## src/logic/ams_map.svh

```systemverilog
// Register offsets, field positions, reset values and sizes of the analog multiplexer channel select block.
`ifndef AMS_MAP_SVH
`define AMS_MAP_SVH

// Byte offsets of the register words on the Avalon-MM slave.
`define AMS_OFF_ENABLE 4'h0
`define AMS_OFF_CHANNEL 4'h4
`define AMS_OFF_STEP 4'h8
`define AMS_OFF_STATUS 4'hC
`define AMS_ADDR_W 4

// Field positions.
`define AMS_AUTO_BIT 5
`define AMS_CODE_LSB 0
`define AMS_CODE_MSB 3
`define AMS_ST_CODE_LSB 0
`define AMS_ST_AUTO_BIT 5
`define AMS_ST_NEXT_LSB 8
`define AMS_ST_ACTIVE_LSB 12
`define AMS_ST_MISMATCH_LSB 14
`define AMS_ST_PRESENT_LSB 16
`define AMS_ST_SWITCH_LSB 16

// Sizes of the channel code and of the multiplexer modules.
`define AMS_CODE_W 4
`define AMS_LOW_W 3
`define AMS_LINES 8
`define AMS_MODULES 2
`define AMS_CHANNELS 16

// Reset values.
`define AMS_CODE_RST 4'h0
`define AMS_AUTO_RST 1'b0
`define AMS_SWITCH_RST 16'hFFFF
`define AMS_DATA_RST 32'h0000_0000
`define AMS_CODE_ONE 4'h1

`endif

```

## src/logic/ams_pkg.sv

```systemverilog
// Types shared by the analog multiplexer channel select design.
`include "ams_map.svh"

package ams_pkg;

	// Channel selection mode.
	typedef enum logic [0:0] {
		AMS_MODE_FIXED = 1'b0,
		AMS_MODE_SCAN = 1'b1
	} ams_mode_e;

	// Avalon slave handshake state.
	typedef enum logic [0:0] {
		AMS_BUS_IDLE = 1'b0,
		AMS_BUS_ACK = 1'b1
	} ams_bus_e;

	// One Avalon-MM request as seen by the slave.
	typedef struct packed {
		logic [`AMS_ADDR_W-1:0] address;
		logic read;
		logic write;
		logic [31:0] writedata;
		logic [3:0] byteenable;
	} ams_av_req_s;

	// Per-module view of the channel code.
	typedef struct packed {
		logic [`AMS_LOW_W-1:0] low_code;
		logic module_select_bit;
		logic strap_high;
		logic slot_high;
		logic present;
	} ams_mod_in_s;

endpackage : ams_pkg

```

## src/logic/ams_step_counter.sv

```systemverilog
// Mode selection and next-channel counter that produce the four channel select bits.
`timescale 1ns/1ns
`default_nettype none
`include "ams_map.svh"

module ams_step_counter
	import ams_pkg::*;
(
	input wire logic clock,
	input wire logic rst_n,
	input wire ams_mode_e mode,
	input wire logic [`AMS_CODE_W-1:0] channel_number_register,
	input wire logic step,
	output logic [`AMS_CODE_W-1:0] channel_select_bits,
	output logic [`AMS_CODE_W-1:0] next_channel
);

	logic [`AMS_CODE_W-1:0] next_ff;
	logic [`AMS_CODE_W-1:0] nxt_next;
	logic [`AMS_CODE_W-1:0] code_ff;
	logic [`AMS_CODE_W-1:0] nxt_code;

	// The counter walks 0 to 15 and wraps; it only moves in scan mode so a fixed selection never disturbs it.
	assign nxt_next = (mode == AMS_MODE_SCAN && step) ? next_ff + `AMS_CODE_ONE : next_ff;

	// Scan mode takes the counter, fixed mode the software channel register.
	assign nxt_code = (mode == AMS_MODE_SCAN) ? next_ff : channel_number_register;

	// Both registers are plain state; the code is registered so the decoders see a clean level.
	always_ff @(posedge clock) begin
		if (!rst_n) begin
			next_ff <= `AMS_CODE_RST;
			code_ff <= `AMS_CODE_RST;
		end else begin
			next_ff <= nxt_next;
			code_ff <= nxt_code;
		end
	end

	assign channel_select_bits = code_ff;
	assign next_channel = next_ff;

endmodule : ams_step_counter
`default_nettype wire

```

## src/logic/ams_decoder.sv

```systemverilog
// One eight-channel multiplexer module: decodes the low code bits into active-low switch lines.
`timescale 1ns/1ns
`default_nettype none
`include "ams_map.svh"

module ams_decoder
	import ams_pkg::*;
(
	input wire ams_mod_in_s mod_in,
	output logic [`AMS_LINES-1:0] switch_on_n,
	output logic active,
	output logic strap_mismatch
);

	logic strap_ok;

	// A module whose strap does not match its slot stays silent, so two modules never fight the node.
	assign strap_ok = (mod_in.strap_high == mod_in.slot_high);
	assign strap_mismatch = mod_in.present & ~strap_ok;

	// The select bit arrives already inverted for the upper module, so both answer to a low level.
	assign active = mod_in.present & strap_ok & ~mod_in.module_select_bit;

	// Binary code maps straight to the line number; only the matching line goes low.
	genvar i;
	generate
		for (i = 0; i < `AMS_LINES; i = i + 1) begin : g_line
			assign switch_on_n[i] = ~(active && (mod_in.low_code == 3'(i)));
		end
	endgenerate

endmodule : ams_decoder
`default_nettype wire

```

## src/logic/ams_top.sv

```systemverilog
// Channel select for a sixteen-channel analog multiplexer, with an Avalon-MM register slave.
//
// Function
// Enable write bit 5 sets scan mode.
// Scan mode steps channels 0 to 15.
// Fixed mode uses the software channel register.
// Decode code; exactly one line driven low.
// Binary code selects the same line number.
// All other switches stay cut off.
// Top bit inverted selects the upper module.
// Strap fixes each module to its half.
// Two eight-channel modules give sixteen channels.
//
// The implementer's own choices: the register addresses and the Avalon-MM slave port.
`timescale 1ns/1ns
`default_nettype none
`include "ams_map.svh"

module ams_top
	import ams_pkg::*;
(
	input wire logic clock,
	input wire logic rst_n,
	input wire logic [`AMS_ADDR_W-1:0] avs_address,
	input wire logic avs_read,
	input wire logic avs_write,
	input wire logic [31:0] avs_writedata,
	input wire logic [3:0] avs_byteenable,
	output logic [31:0] avs_readdata,
	output logic avs_waitrequest,
	input wire logic convert_done,
	input wire logic [`AMS_MODULES-1:0] strap_high,
	input wire logic [`AMS_MODULES-1:0] module_present,
	output logic [`AMS_CHANNELS-1:0] switch_on_n,
	output logic [`AMS_CODE_W-1:0] channel_code
);

	// Address match, used by both the write and the read decode.
	function automatic logic ams_hit(input logic [`AMS_ADDR_W-1:0] addr, input logic [`AMS_ADDR_W-1:0] off);
		ams_hit = (addr == off);
	endfunction : ams_hit

	ams_av_req_s req;
	ams_bus_e bus_ff;
	ams_bus_e nxt_bus;
	logic req_any;
	logic commit;
	logic wr_lane0;
	logic wr_enable;
	logic wr_channel;
	logic wr_step;
	logic rd_enable;
	logic rd_channel;
	logic rd_status;
	logic step_pulse;
	ams_mode_e mode_ff;
	ams_mode_e nxt_mode;
	logic [`AMS_CODE_W-1:0] chan_ff;
	logic [`AMS_CODE_W-1:0] nxt_chan;
	logic [`AMS_CODE_W-1:0] code;
	logic [`AMS_CODE_W-1:0] next_channel;
	logic [31:0] rdata_ff;
	logic [31:0] nxt_rdata;
	logic [31:0] enable_word;
	logic [31:0] channel_word;
	logic [31:0] status_word;
	logic [`AMS_CHANNELS-1:0] switch_ff;
	logic [`AMS_CHANNELS-1:0] nxt_switch;
	logic [`AMS_MODULES-1:0] mod_active;
	logic [`AMS_MODULES-1:0] mod_mismatch;
	ams_mod_in_s mod_in [`AMS_MODULES];

	// Bundle the bus pins so the decode below reads as one request.
	assign req.address = avs_address;
	assign req.read = avs_read;
	assign req.write = avs_write;
	assign req.writedata = avs_writedata;
	assign req.byteenable = avs_byteenable;

	// Every access takes one wait state; the trade is a fixed two-cycle access for registered read data.
	assign req_any = req.read | req.write;
	assign avs_waitrequest = req_any & (bus_ff == AMS_BUS_IDLE);
	assign commit = req_any & (bus_ff == AMS_BUS_ACK);
	assign nxt_bus = (req_any && bus_ff == AMS_BUS_IDLE) ? AMS_BUS_ACK : AMS_BUS_IDLE;

	// Write decode; the writable fields all sit in byte lane 0, so other lanes alone change nothing.
	assign wr_lane0 = commit & req.write & req.byteenable[0];
	assign wr_enable = wr_lane0 & ams_hit(req.address, `AMS_OFF_ENABLE);
	assign wr_channel = wr_lane0 & ams_hit(req.address, `AMS_OFF_CHANNEL);
	assign wr_step = wr_lane0 & ams_hit(req.address, `AMS_OFF_STEP);

	// Read decode; unmapped offsets read as zero and writes to them are dropped.
	assign rd_enable = ams_hit(req.address, `AMS_OFF_ENABLE);
	assign rd_channel = ams_hit(req.address, `AMS_OFF_CHANNEL);
	assign rd_status = ams_hit(req.address, `AMS_OFF_STATUS);

	// Bit 5 of the enable write picks the mode; clear bit 5 leaves fixed mode.
	assign nxt_mode = wr_enable ? ams_mode_e'(req.writedata[`AMS_AUTO_BIT]) : mode_ff;

	// The channel register takes the low four bits of the write data word.
	assign nxt_chan = wr_channel ? req.writedata[`AMS_CODE_MSB:`AMS_CODE_LSB] : chan_ff;

	// Either the converter's done strobe or a software step advances the scan.
	assign step_pulse = convert_done | wr_step;

	// Control state of the register file.
	always_ff @(posedge clock) begin
		if (!rst_n) begin
			bus_ff <= AMS_BUS_IDLE;
			mode_ff <= AMS_MODE_FIXED;
			chan_ff <= `AMS_CODE_RST;
		end else begin
			bus_ff <= nxt_bus;
			mode_ff <= nxt_mode;
			chan_ff <= nxt_chan;
		end
	end

	// Mode selection and sequencing of the channel code.
	ams_step_counter u_step (
		.clock(clock),
		.rst_n(rst_n),
		.mode(mode_ff),
		.channel_number_register(chan_ff),
		.step(step_pulse),
		.channel_select_bits(code),
		.next_channel(next_channel)
	);

	// Two module slots; the upper slot gets the top code bit inverted.
	genvar g;
	generate
		for (g = 0; g < `AMS_MODULES; g = g + 1) begin : g_mod
			assign mod_in[g].low_code = code[`AMS_LOW_W-1:0];
			assign mod_in[g].module_select_bit = (g == 0) ? code[`AMS_CODE_MSB] : ~code[`AMS_CODE_MSB];
			assign mod_in[g].strap_high = strap_high[g];
			assign mod_in[g].slot_high = (g != 0);
			assign mod_in[g].present = module_present[g];

			ams_decoder u_dec (
				.mod_in(mod_in[g]),
				.switch_on_n(nxt_switch[g*`AMS_LINES +: `AMS_LINES]),
				.active(mod_active[g]),
				.strap_mismatch(mod_mismatch[g])
			);
		end
	endgenerate

	// Register the switch lines; reset holds every switch cut off until a code is decoded.
	always_ff @(posedge clock) begin
		if (!rst_n) begin
			switch_ff <= `AMS_SWITCH_RST;
		end else begin
			switch_ff <= nxt_switch;
		end
	end

	assign switch_on_n = switch_ff;
	assign channel_code = code;

	// Readable words; bits not listed read as zero.
	assign enable_word = {26'h0000000, mode_ff, 5'h00};
	assign channel_word = {28'h0000000, chan_ff};
	// Exactly 32 bits: switches at the top, then mismatch, active, counter, mode and code in the low half.
	assign status_word = {switch_ff, mod_mismatch, mod_active, next_channel, 2'h0, mode_ff, 1'b0, code};

	// Read data is captured in the wait cycle, so it stands at the edge where waitrequest is low.
	assign nxt_rdata = !(req.read && bus_ff == AMS_BUS_IDLE) ? rdata_ff :
		rd_enable ? enable_word :
		rd_channel ? channel_word :
		rd_status ? status_word :
		`AMS_DATA_RST;

	// Read data register.
	always_ff @(posedge clock) begin
		if (!rst_n) begin
			rdata_ff <= `AMS_DATA_RST;
		end else begin
			rdata_ff <= nxt_rdata;
		end
	end

	assign avs_readdata = rdata_ff;

endmodule : ams_top
`default_nettype wire

```

## config.mk

```make
export PLATFORM = sky130hd
export DESIGN_NAME = ams_top
export DESIGN_NICKNAME = d
export VERILOG_FILES = /design/src/logic/ams_pkg.sv /design/src/logic/ams_step_counter.sv /design/src/logic/ams_decoder.sv /design/src/logic/ams_top.sv
export VERILOG_INCLUDE_DIRS = /design/src /design/src/logic
export SDC_FILE = /design/constraint.sdc
export NUM_CORES = 1
export LEC_CHECK = 0
export BUFFER_PORTS_ARGS = -buffer_cell sky130_fd_sc_hd__buf_2
export CORE_ASPECT_RATIO = 1.25
export CORE_MARGIN = 4
export CORE_UTILIZATION = 46
export DETAILED_ROUTE_END_ITERATION = 7
export PLACE_DENSITY = 0.79
export SLEW_MARGIN = 20
export SYNTH_ARGS = -nofsm -noshare
export SYNTH_HDL_FRONTEND = slang
export SYNTH_SLANG_ARGS = --single-unit
```

## constraint.sdc

```tcl
create_clock -name clock -period 1.8 [get_ports clock]
set_input_delay 0.18 -clock clock [delete_from_list [all_inputs] [get_ports clock]]
set_output_delay 0.18 -clock clock [all_outputs]
set_load 0.005 [all_outputs]
```

==> impl_results.md, run 1 <==
- Result of the run: finished, final reports clean
- Syn Std Cell Area: 2280 sq um
- Cell taking the most area after synthesis: sky130_fd_sc_hd__dfxtp_1
- Via count of the first global-routing pass: 1924
- Number of buffers inserted by hold repair at cts: 0
- Deepest clock path buffer count: 2
- Num Clock Sinks: 59
- Leakage component of the power: 1.19 nW
- Pre-antenna DRT Iters: 4
- Yosys reg bits: 59
- Global-route usage over all layers: 18.5%
- Post-DRT Antenna Nets: 0
- NumNets Final: 364
- Unique masters post-synth: 35
- I/O Pins: 102
- Data arrival, critical path: 1.60 ns
- Area occupied by multi-input gates: 1010 sq um
- Number of remaining DRC errors: 0
- Number of cells on the worst reg-to-reg path: 4
- # setup viols final: 0
- Period Utilization, post-route: 76.9%
- Critical register-to-register path endpoint: u_step.next_channel[2]
- Fraction of layout cells with a size suffix above 1: 31.7%
- Maximum number of pins on one net before global-route repair: 33
- Number of input and output port buffers inserted: 68
- Final Worst Setup Slack: 0.416 ns
- Clock Root Buffer: sky130_fd_sc_hd__clkbuf_8
- Worst Path Max Fanout: 6
- Post CTS Setup Buffer Count: 0
- Max-slew violations: 0
- Via count: 2040
- Die Outline Area: 6160 sq um
- Post-Route Skew: 0.00885 ns
- Hold-critical path depth: 3
- Startpoint of the tightest hold check path: avs_writedata[0]
- Max-cap violations: 0
- Sequential cell area fraction in the yosys report: 51.8%
- Final weighted congestion in routability-driven placement: 0.831
- Min cycle time layout: 1.38 ns
- Global-route congestion overflow total: 0
- Placement row count: 28
- FILL cells: 424
- Number of cells upsized or downsized after cts: 0
- Vias per cell: 5.38
- Unrepaired setup endpoints after global routing: no
- Layout-stage area growth over the synthesis result: 28.1%
- Starting density of the core: 47.9%
- Post-place setup slack: 0.327 ns
- Total CTS buffers: 9
- Register Area: 1180 sq um
- Critical path endpoint category: flip-flop
- Power density cells: 999 nW/um^2
- Core Region: 4760 sq um
- Final HPWL from detailed placement: 4040 um
- CTS tree: yes
- Post-synth top area share: 51.8%
- Clk slew on worst S/H paths: 0.07 ns
- Die Ht: 86.7 um
- Achievable Freq: 0.723 GHz
- Minimum setup slack among reg-to-reg paths: 0.42 ns
- Synth Warn #: 0
- Final WL: 5550 um
- Mean routed wirelength per cell: 14.6 um
- Clock insertion delay at the later pin of the skew report: 0.33 ns
- Global-route wire length before repair: 8830 um
- Start-to-end type of the worst setup path: flip-flop to flip-flop
- Crit path launch type: flip-flop
- Worst VDD drop: 0.650 mV
- Final Hold Violating Endpoints: 0
- Number of antenna violations at the first check in global routing: 0
- Drt initial violations: 92
- Diodes inserted: 0
- # H-tree levels: 3
- Destination of the worst hold path: chan_ff[0]
- Worst hold-check path type: input port to flip-flop
- Setup total negative slack: 0 ns
- Post-Synthesis Mean Instance Area: 9.35 sq um
- Reg2Reg Launch Point: u_step.next_channel[0]
- Largest cells by area after synthesis: sky130_fd_sc_hd__dfxtp_1 (52%), sky130_fd_sc_hd__a32oi_1 (8.1%), sky130_fd_sc_hd__nor2_1 (5.8%)
- Required time reported for the critical path endpoint: 2.01 ns
- Width of the die: 71.0 um
- Number of standard cells after synthesis: 244
==> kinds of logic after synthesis <==
logic type | count (synthesis) | synth area share, %
mux | 11 | 5.10
fa+ha+maj | 1 | 0.548
other cells | 1 | 0.164
flops | 59 | 51.8
buf+inv | 22 | 4.39
compound gates | 43 | 13.3
xor+xnor | 1 | 0.384
simple gates | 106 | 24.3
==> layout make-up <==
class | count | area share [%]
clock inverter | 5 | 3.42
multi-input combinational | 165 | 34.7
tap | 60 | 2.57
timing repair buffer | 76 | 13.7
inverter | 3 | 0.385
sequential | 59 | 40.4
clock buffer | 11 | 4.84
==> critical path: stages, from the launching register on <==
cell	delay (ns)
sky130_fd_sc_hd__dfxtp_1	0.37
sky130_fd_sc_hd__ha_1	0.25
sky130_fd_sc_hd__nand4b_1	0.10
sky130_fd_sc_hd__nor3_1	0.05
sky130_fd_sc_hd__or4b_1	0.50
==> worst max path at each step <==
stage,startpoint,to,slack (ns),cells past startpoint
2_1_floorplan,u_step.next_channel[0],u_step.next_channel[2],0.50,4
3_3_place_gp,avs_address[2],u_step.next_channel[2],0.32,4
3_5_place_dp,avs_address[2],u_step.next_channel[2],0.33,4
4_1_cts,bus_ff,u_step.next_channel[2],0.41,3
5_1_grt,bus_ff,u_step.next_channel[2],0.31,3
6_report,u_step.next_channel[0],u_step.next_channel[2],0.42,4
==> layout by cell type (no fill, tap or decap), types with 4 or more instances in the layout <==
cell                       Yosys  final
sky130_fd_sc_hd__nand4b_1      6      6
sky130_fd_sc_hd__nor2_1       35     35
sky130_fd_sc_hd__nand4_1       4      4
sky130_fd_sc_hd__mux2i_1       6      6
sky130_fd_sc_hd__nand2_1      26     26
sky130_fd_sc_hd__mux2_2        5      5
sky130_fd_sc_hd__buf_2         5     68
sky130_fd_sc_hd__clkbuf_8      0     10
sky130_fd_sc_hd__a32oi_1      21     21
sky130_fd_sc_hd__nand3_1      14     14
sky130_fd_sc_hd__a21oi_1      13     13
sky130_fd_sc_hd__buf_4         3      8
sky130_fd_sc_hd__o21ai_0       5      5
sky130_fd_sc_hd__dfxtp_1      59     59
==> metrics by stage <==
stage | hold slack (ns) | power (W) | instance area (sq um) | std cells | util, %
6_report | 0.0922 | 0.00292 | 2920 | 379 | 61.3
5_1_grt | 0.0852 | 0.00302 | 2920 | 379 | 61.3
3_3_place_gp | 0.439 | 0.00149 | 2680 | 363 | 56.3
3_5_place_dp | 0.441 | 0.00150 | 2680 | 363 | 56.3
2_1_floorplan | 0.328 | 0.00144 | 2290 | 246 | -
4_1_cts | 0.0820 | 0.00294 | 2920 | 379 | 61.3
==> synth_stat cells <==
cell and count:
sky130_fd_sc_hd__dfxtp_1 59, sky130_fd_sc_hd__nor2_1 35, sky130_fd_sc_hd__nand2_1 26, sky130_fd_sc_hd__a32oi_1 21, sky130_fd_sc_hd__nand3_1 14, sky130_fd_sc_hd__a21oi_1 13
sky130_fd_sc_hd__clkbuf_1 9, sky130_fd_sc_hd__mux2i_1 6, sky130_fd_sc_hd__nand4b_1 6, sky130_fd_sc_hd__buf_2 5, sky130_fd_sc_hd__mux2_2 5, sky130_fd_sc_hd__o21ai_0 5
sky130_fd_sc_hd__nand4_1 4, sky130_fd_sc_hd__buf_4 3, sky130_fd_sc_hd__inv_1 3, sky130_fd_sc_hd__nand2b_1 3, sky130_fd_sc_hd__nor2b_1 3, sky130_fd_sc_hd__buf_1 2
sky130_fd_sc_hd__nand3b_1 2, sky130_fd_sc_hd__nor3_1 2, sky130_fd_sc_hd__o2111ai_1 2, sky130_fd_sc_hd__or3b_2 2, sky130_fd_sc_hd__or4b_1 2, sky130_fd_sc_hd__a211oi_1 1
sky130_fd_sc_hd__and3_1 1, sky130_fd_sc_hd__and3b_1 1, sky130_fd_sc_hd__and4b_1 1, sky130_fd_sc_hd__conb_1 1, sky130_fd_sc_hd__ha_1 1, sky130_fd_sc_hd__nand4_4 1
sky130_fd_sc_hd__nor3b_2 1, sky130_fd_sc_hd__o21ai_1 1, sky130_fd_sc_hd__or3_4 1, sky130_fd_sc_hd__or4_1 1, sky130_fd_sc_hd__xnor2_1 1
==> power by group <==
group / switching, W / leakage [nW] / internal, W
sequential: 0.00000719 / 0.477 / 0.00131
combinational: 0.0000961 / 0.589 / 0.0000531
clock: 0.000495 / 0.123 / 0.000953
==> state kept, by name, summed over array words and instances, names as in the netlist <==
name and count:
avs_readdata 29, bus_ff 1, chan_ff 4, mode_ff 1, switch_on_n 16, u_step.channel_select_bits 4, u_step.next_channel 4
==> layer usage <==
metal,GRT usage [%],vias to the layer above,wire (um),share of wire (%)
met2,30.6,65,2720,49
met1,21.1,952,2350,42
met3,6.38,11,377,6.8
li1,-,1012,-,-
met4,9.74,0,110,2.0
met5,0,-,0,0
No activity file was read; power rests on OpenSTA's default activity.
==> inputs of run 2 (changes only) <==
--- a/config.mk
+++ b/config.mk
@@ -9,9 +9,9 @@
 export BUFFER_PORTS_ARGS = -buffer_cell sky130_fd_sc_hd__buf_2
 export CORE_ASPECT_RATIO = 1.25
 export CORE_MARGIN = 4
-export CORE_UTILIZATION = 46
+export CORE_UTILIZATION = 42
 export DETAILED_ROUTE_END_ITERATION = 7
-export PLACE_DENSITY = 0.79
+export PLACE_DENSITY = 0.76
 export SLEW_MARGIN = 20
 export SYNTH_ARGS = -nofsm -noshare
 export SYNTH_HDL_FRONTEND = slang
==> constraint.sdc (replaced) <==
create_clock -name clock -period 1.2 [get_ports clock]
set_input_delay 0.12 -clock clock [delete_from_list [all_inputs] [get_ports clock]]
set_output_delay 0.12 -clock clock [all_outputs]
set_load 0.005 [all_outputs]
==> impl_results.md, run 2 (synthesis gave the netlist of run 1 again) <==
- Clk slew on worst S/H paths: 0.06 ns (about the same)
- Violated checks: setup timing
- Critical path endpoint category: flip-flop
- Commonest cells after routing, fill and taps aside: sky130_fd_sc_hd__buf_2 (68), sky130_fd_sc_hd__dfxtp_1 (54), sky130_fd_sc_hd__nor2_1 (32)
- I/O Pins: 102 (unchanged)
- Number of input and output port buffers inserted: 68 (unchanged)
- Vias per cell: 5.35 (-0.53%)
- Sequential group share of total power: 44.3% (-1.0 points)
- Via count of the first global-routing pass: 2129 (+11%)
- Final weighted congestion in routability-driven placement: 0.841 (+1.2%)
- Final Hold Violating Endpoints: 0 (unchanged)
- Pre-antenna DRT Iters: 4 (unchanged)
- Layout-stage area growth over the synthesis result: 43.0%
- Period Utilization, post-route: 107% (+30 points)
- Die Ht: 90.4 um (+4.2%)
- # setup viols final: 4 (+4)
- Max-slew violations: 0 (unchanged)
- Int Pwr: 0.00353 W (+52%)
- Starting density of the core: 44.3% (-3.6 points)
- Post-DRT Antenna Nets: 0 (unchanged)
- Proportion of power drawn by combinational gates: 6.8% (+1.7 points)
- Min Hold Slack: 0.0352 ns (-0.0569 ns)
- Number of cells in the finished layout apart from fillers: 401 (+5.8%)
- Flip-flop count of the largest register after layout: 29 (unchanged)
- Net switching power: 0.000934 W (+56%)
- Maximum number of pins on one net before global-route repair: 24 (-27%)
- Diodes inserted: 0 (unchanged)
- Fraction of layout cells with a size suffix above 1: 42.2% (+11 points)
- Clock insertion delay at the later pin of the skew report: 0.34 ns (about the same)
- Global-route usage over all layers: 19.5% (+0.92 points)
- Core Region: 5150 sq um (+8.1%)
- Area occupied by multi-input gates: 1130 sq um (+11%)
- Mean routed wirelength per cell: 16.2 um (+10%)
- Register Area: 1190 sq um (+0.74%)
- Max-cap violations: 0 (unchanged)
- Worst Path Max Fanout: 6 (unchanged)
- Final core area utilization: 63.3% (+2.0 points)
- CTS tree: yes
- Unrepaired setup endpoints after global routing: yes
- Post-Route Skew: 0.00705 ns (-0.00180 ns)
- Number of buffers inserted by hold repair at cts: 0 (unchanged)
- Data arrival, critical path: 1.55 ns (-0.05 ns)
- Sw frac: 20.9% (+0.41 points)
- CP max stage delay: 0.55 ns (+0.05 ns)
- Power share of the clock group: 48.8% (-0.8 points)
- Most common library cell in the layout ignoring fill and taps: sky130_fd_sc_hd__buf_2
- Total chip power: 0.00447 W (+53%)
- Crit path launch type: flip-flop
- Cell type group with the largest total delay on the critical path: simple AND/OR/NAND/NOR gates
- Final HPWL from detailed placement: 4480 um (+11%)
- # H-tree levels: 3 (unchanged)
- Global-route wire length before repair: 10000 um (+14%)
- Setup total negative slack: -0.222 ns (-0.222 ns)
- Clock Root Buffer: sky130_fd_sc_hd__clkbuf_8
- Number of antenna violations at the first check in global routing: 0 (unchanged)
- Worst hold-check path type: input port to flip-flop
- Result of the run: finished, violations left
- Global-route congestion overflow total: 0 (unchanged)
- Start-to-end type of the worst setup path: flip-flop to flip-flop
- Final Worst Setup Slack: -0.0783 ns (-0.495 ns)
- Cell breakdown of the critical path: nand3_2 > or4_1 > nand4_1
- Worst VDD drop: 0.749 mV (+15%)
- Width of the die: 73.9 um (+4.1%)
- Achievable Freq: 0.782 GHz (+8.2%)
- Required time reported for the critical path endpoint: 1.48 ns (-0.53 ns)
- Total CTS buffers: 9 (unchanged)
- Deepest clock path buffer count: 2 (unchanged)
- Via count: 2147 (+5.2%)
- Cell at the slowest stage of the critical path: sky130_fd_sc_hd__or4_1
- FILL cells: 454 (+7.1%)
- Placed instance count: 381 (+5.0%)
- Die Outline Area: 6680 sq um (+8.5%)
- Power density cells: 1370 nW/um^2 (+37%)
- NumNets Final: 384 (+5.5%)
- Num Clock Sinks: 59 (unchanged)
- Min cycle time layout: 1.28 ns (-0.105 ns)
- Buffer and inverter count on the worst path: 0 (unchanged)
- Placement row count: 29 (+3.6%)
- Drt initial violations: 81 (-12%)
- Leakage component of the power: 1.33 nW (+12%)
- Number of remaining DRC errors: 0 (unchanged)
- Final WL: 6480 um (+17%)
run 2: changes by cell type in the layout (fill, tap and decap cells not counted), sizes merged:
| cell | change |
|---|---|
| clkbuf | +1 |
| buf | +19 |
run 2: area by class of cell:
type / instances / share of cell area [%]
multi-input combinational: 165 / 34.6
clock buffer: 11 / 4.33
clock inverter: 5 / 3.07
tap: 62 / 2.38
sequential: 59 / 36.5
timing repair buffer: 96 / 18.8
inverter: 3 / 0.345
run 2: tightest hold or removal path: stages:
cell                      delay, ns
sky130_fd_sc_hd__buf_2         0.10
sky130_fd_sc_hd__nand3_1       0.05
sky130_fd_sc_hd__a21oi_1       0.05
run 2: per-stage QoR:
step                area [sq um]  setup WS, ns
finish                      3260       -0.0783
global route                3260        -0.116
CTS                         3150       -0.0683
detailed placement          2840        -0.178
global placement            2840        -0.165
floorplan                   2300       -0.0653
run 2: timing repair:
item,4_1_cts,5_1_grt
setup endpoints to repair,19,23
cloned,0,1
pin swaps,6,25
resized for setup,13,17
setup buffers,3,0
run 2: final timing paths:
path	endpoint	depth (start not counted)	slack (ns)	startpoint
max	u_step.next_channel[3]	3	-0.08	u_step.next_channel[2]
min	chan_ff[1]	3	0.04	avs_writedata[1]
max reg2reg	u_step.next_channel[3]	3	-0.08	u_step.next_channel[2]
min reg2reg	avs_readdata[5]	2	0.45	avs_readdata[5]
run 2: per-layer routing:
layer / global-route usage, % / share of wire, % / up-vias
met2: 34.2 / 53 / 79
met4: 11.6 / 2.8 / 0
met1: 20.3 / 37 / 990
met3: 4.23 / 7.1 / 16
li1: - / - / 1062
met5: 0 / 0 / -
run 2: power by group through the flow:
| stage | logic, W | clock network, W | registers [W] |
|---|---|---|---|
| finish | 0.000305 | 0.00218 | 0.00198 |
| global route | 0.000329 | 0.00229 | 0.00198 |
| CTS | 0.000271 | 0.00220 | 0.00198 |
| detailed placement | 0.000263 | 0 | 0.00202 |
| global placement | 0.000258 | 0 | 0.00202 |
| floorplan | 0.000131 | 0 | 0.00202 |
==> inputs of run 3 (changes only) <==
--- a/config.mk
+++ b/config.mk
@@ -10,8 +10,10 @@
 export CORE_ASPECT_RATIO = 1.25
 export CORE_MARGIN = 4
 export CORE_UTILIZATION = 42
+export CTS_BUF_LIST = sky130_fd_sc_hd__clkbuf_8 sky130_fd_sc_hd__clkbuf_16
 export DETAILED_ROUTE_END_ITERATION = 7
 export PLACE_DENSITY = 0.76
+export SKIP_CTS_REPAIR_TIMING = 1
 export SLEW_MARGIN = 20
 export SYNTH_ARGS = -nofsm -noshare
 export SYNTH_HDL_FRONTEND = slang
==> impl_results.md, run 3 (synthesis gave the netlist of run 1 again) <==
- Number of input and output port buffers inserted: 68 (unchanged)
- Post-DRT Antenna Nets: 0 (unchanged)
- Final weighted congestion in routability-driven placement: 0.841 (unchanged)
- Starting density of the core: 44.3% (unchanged)
- Clock insertion delay at the later pin of the skew report: 0.33 ns (about the same)
- Global-route congestion overflow total: 0 (unchanged)
- Flip-flop count of the largest register after layout: 29 (unchanged)
- Start-to-end type of the worst setup path: flip-flop to flip-flop
- Number of antenna violations at the first check in global routing: 0 (unchanged)
- Placed inst area: 2840 sq um (unchanged)
- Drt initial violations: 69 (-15%)
- Period Utilization, post-route: 106% (-0.80 points)
- Placement row count: 29 (unchanged)
- Total chip power: 0.00445 W (-0.25%)
- Width of the die: 73.9 um (unchanged)
- Unrepaired setup endpoints after global routing: yes
- Final core area utilization: 63.8% (+0.49 points)
- Worst Path Max Fanout: 2 (-4)
- Non-Filler Cell Area, Final: 3290 sq um (+0.77%)
- Final Hold Violating Endpoints: 0 (unchanged)
- Result of the run: finished, violations left
- NumNets Final: 381 (-0.78%)
- # setup viols final: 4 (unchanged)
- Violated checks: setup timing
- Die Ht: 90.4 um (unchanged)
- Vias per cell: 5.37 (+0.33%)
- Clk slew on worst S/H paths: 0.07 ns (about the same)
- Number of remaining DRC errors: 0 (unchanged)
- Via count: 2138 (-0.42%)
- CTS tree: yes
- Num Clock Sinks: 59 (unchanged)
- Final Worst Setup Slack: -0.0687 ns (+0.00961 ns)
- Worst hold-check path type: input port to flip-flop
- Most common library cell in the layout ignoring fill and taps: sky130_fd_sc_hd__buf_2
- Min Hold Slack: 0.0409 ns (+0.00566 ns)
- Post-Route Skew: 0.00676 ns (-0.000284 ns)
- Maximum number of pins on one net before global-route repair: 24 (unchanged)
- Deepest clock path buffer count: 2 (unchanged)
- Data arrival, critical path: 1.53 ns (-0.02 ns)
- Core Region: 5150 sq um (unchanged)
- Worst VDD drop: 0.745 mV (-0.60%)
- Required time reported for the critical path endpoint: 1.46 ns (-0.02 ns)
- Final WL: 6290 um (-3.0%)
- Via count of the first global-routing pass: 2109 (-0.94%)
- Post-place setup slack: -0.178 ns (unchanged)
- Min cycle time layout: 1.27 ns (-0.00961 ns)
- Diodes inserted: 0 (unchanged)
- Layout-stage area growth over the synthesis result: 44.1%
- I/O Pins: 102 (unchanged)
- Power density cells: 1360 nW/um^2 (-1.0%)
- Max-cap violations: 0 (unchanged)
- Commonest cells after routing, fill and taps aside: sky130_fd_sc_hd__buf_2 (68), sky130_fd_sc_hd__dfxtp_1 (54), sky130_fd_sc_hd__nor2_1 (32)
- Final HPWL from detailed placement: 4480 um (unchanged)
- Max-slew violations: 0 (unchanged)
- Pre-antenna DRT Iters: 4 (unchanged)
- Achievable Freq: 0.788 GHz (+0.76%)
- Total CTS buffers: 9 (unchanged)
- # H-tree levels: 3 (unchanged)
- Leakage component of the power: 1.33 nW (-0.22%)
- Global-route usage over all layers: 18.9% (-0.53 points)
- Mean routed wirelength per cell: 15.8 um (-2.3%)
- Global-route wire length before repair: 9800 um (-2.3%)
- Die Outline Area: 6680 sq um (unchanged)
- Clock Root Buffer: sky130_fd_sc_hd__clkbuf_8
- Fraction of layout cells with a size suffix above 1: 44.0% (+1.9 points)
- Critical path endpoint category: flip-flop
- Crit path launch type: flip-flop
## run 3: cell count changes in the layout (fill, tap and decap cells not counted)
cell	delta
sky130_fd_sc_hd__nor2_4	-1
sky130_fd_sc_hd__nor2_2	+1
sky130_fd_sc_hd__buf_4	-1
sky130_fd_sc_hd__inv_1	+1
sky130_fd_sc_hd__a32oi_2	+8
sky130_fd_sc_hd__clkbuf_1	-1
sky130_fd_sc_hd__a32oi_1	-8
sky130_fd_sc_hd__buf_6	-2
## run 3: cell type report
type                       instances  area, sq um
clock buffer                      10          138
clock inverter                     6          104
fill                             446         1870
inverter                           3         11.3
multi-input combinational        165         1180
sequential                        59         1190
tap                               62         77.6
timing repair buffer              93          582
## run 3: through the flow
step / TNS (ns) / instances
2_1_floorplan: -0.147 / 246
3_3_place_gp: -0.939 / 381
3_5_place_dp: -1.09 / 381
4_1_cts: -0.778 / 397
5_1_grt: -0.544 / 398
6_report: -0.195 / 398
## run 3: worst paths after layout
path / from / end / slack (ns) / depth (start not counted)
max reg2reg: mode_ff / u_step.next_channel[0] / -0.07 / 3
min: avs_writedata[1] / chan_ff[1] / 0.04 / 3
max: mode_ff / u_step.next_channel[0] / -0.07 / 3
min reg2reg: avs_readdata[5] / avs_readdata[5] / 0.45 / 2
## run 3: critical path, stage by stage, from the launching register on
cell                      delay [ns]
sky130_fd_sc_hd__dfxtp_2        0.34
sky130_fd_sc_hd__or4b_4         0.49
sky130_fd_sc_hd__o21ai_4        0.19
sky130_fd_sc_hd__mux2i_1        0.19
## run 3: where the power goes
group,internal (W),switching [W],leakage (nW)
combinational,0.000136,0.000178,0.721
sequential,0.00197,0.0000105,0.479
clock,0.00142,0.000739,0.127
## run 3: metal layers
metal	vias to the layer above	track usage, %	wire length, um
met5	-	0	0
li1	1050	-	-
met1	994	20.1	2350
met4	0	11.5	208
met2	78	32.5	3300
met3	16	4.57	430
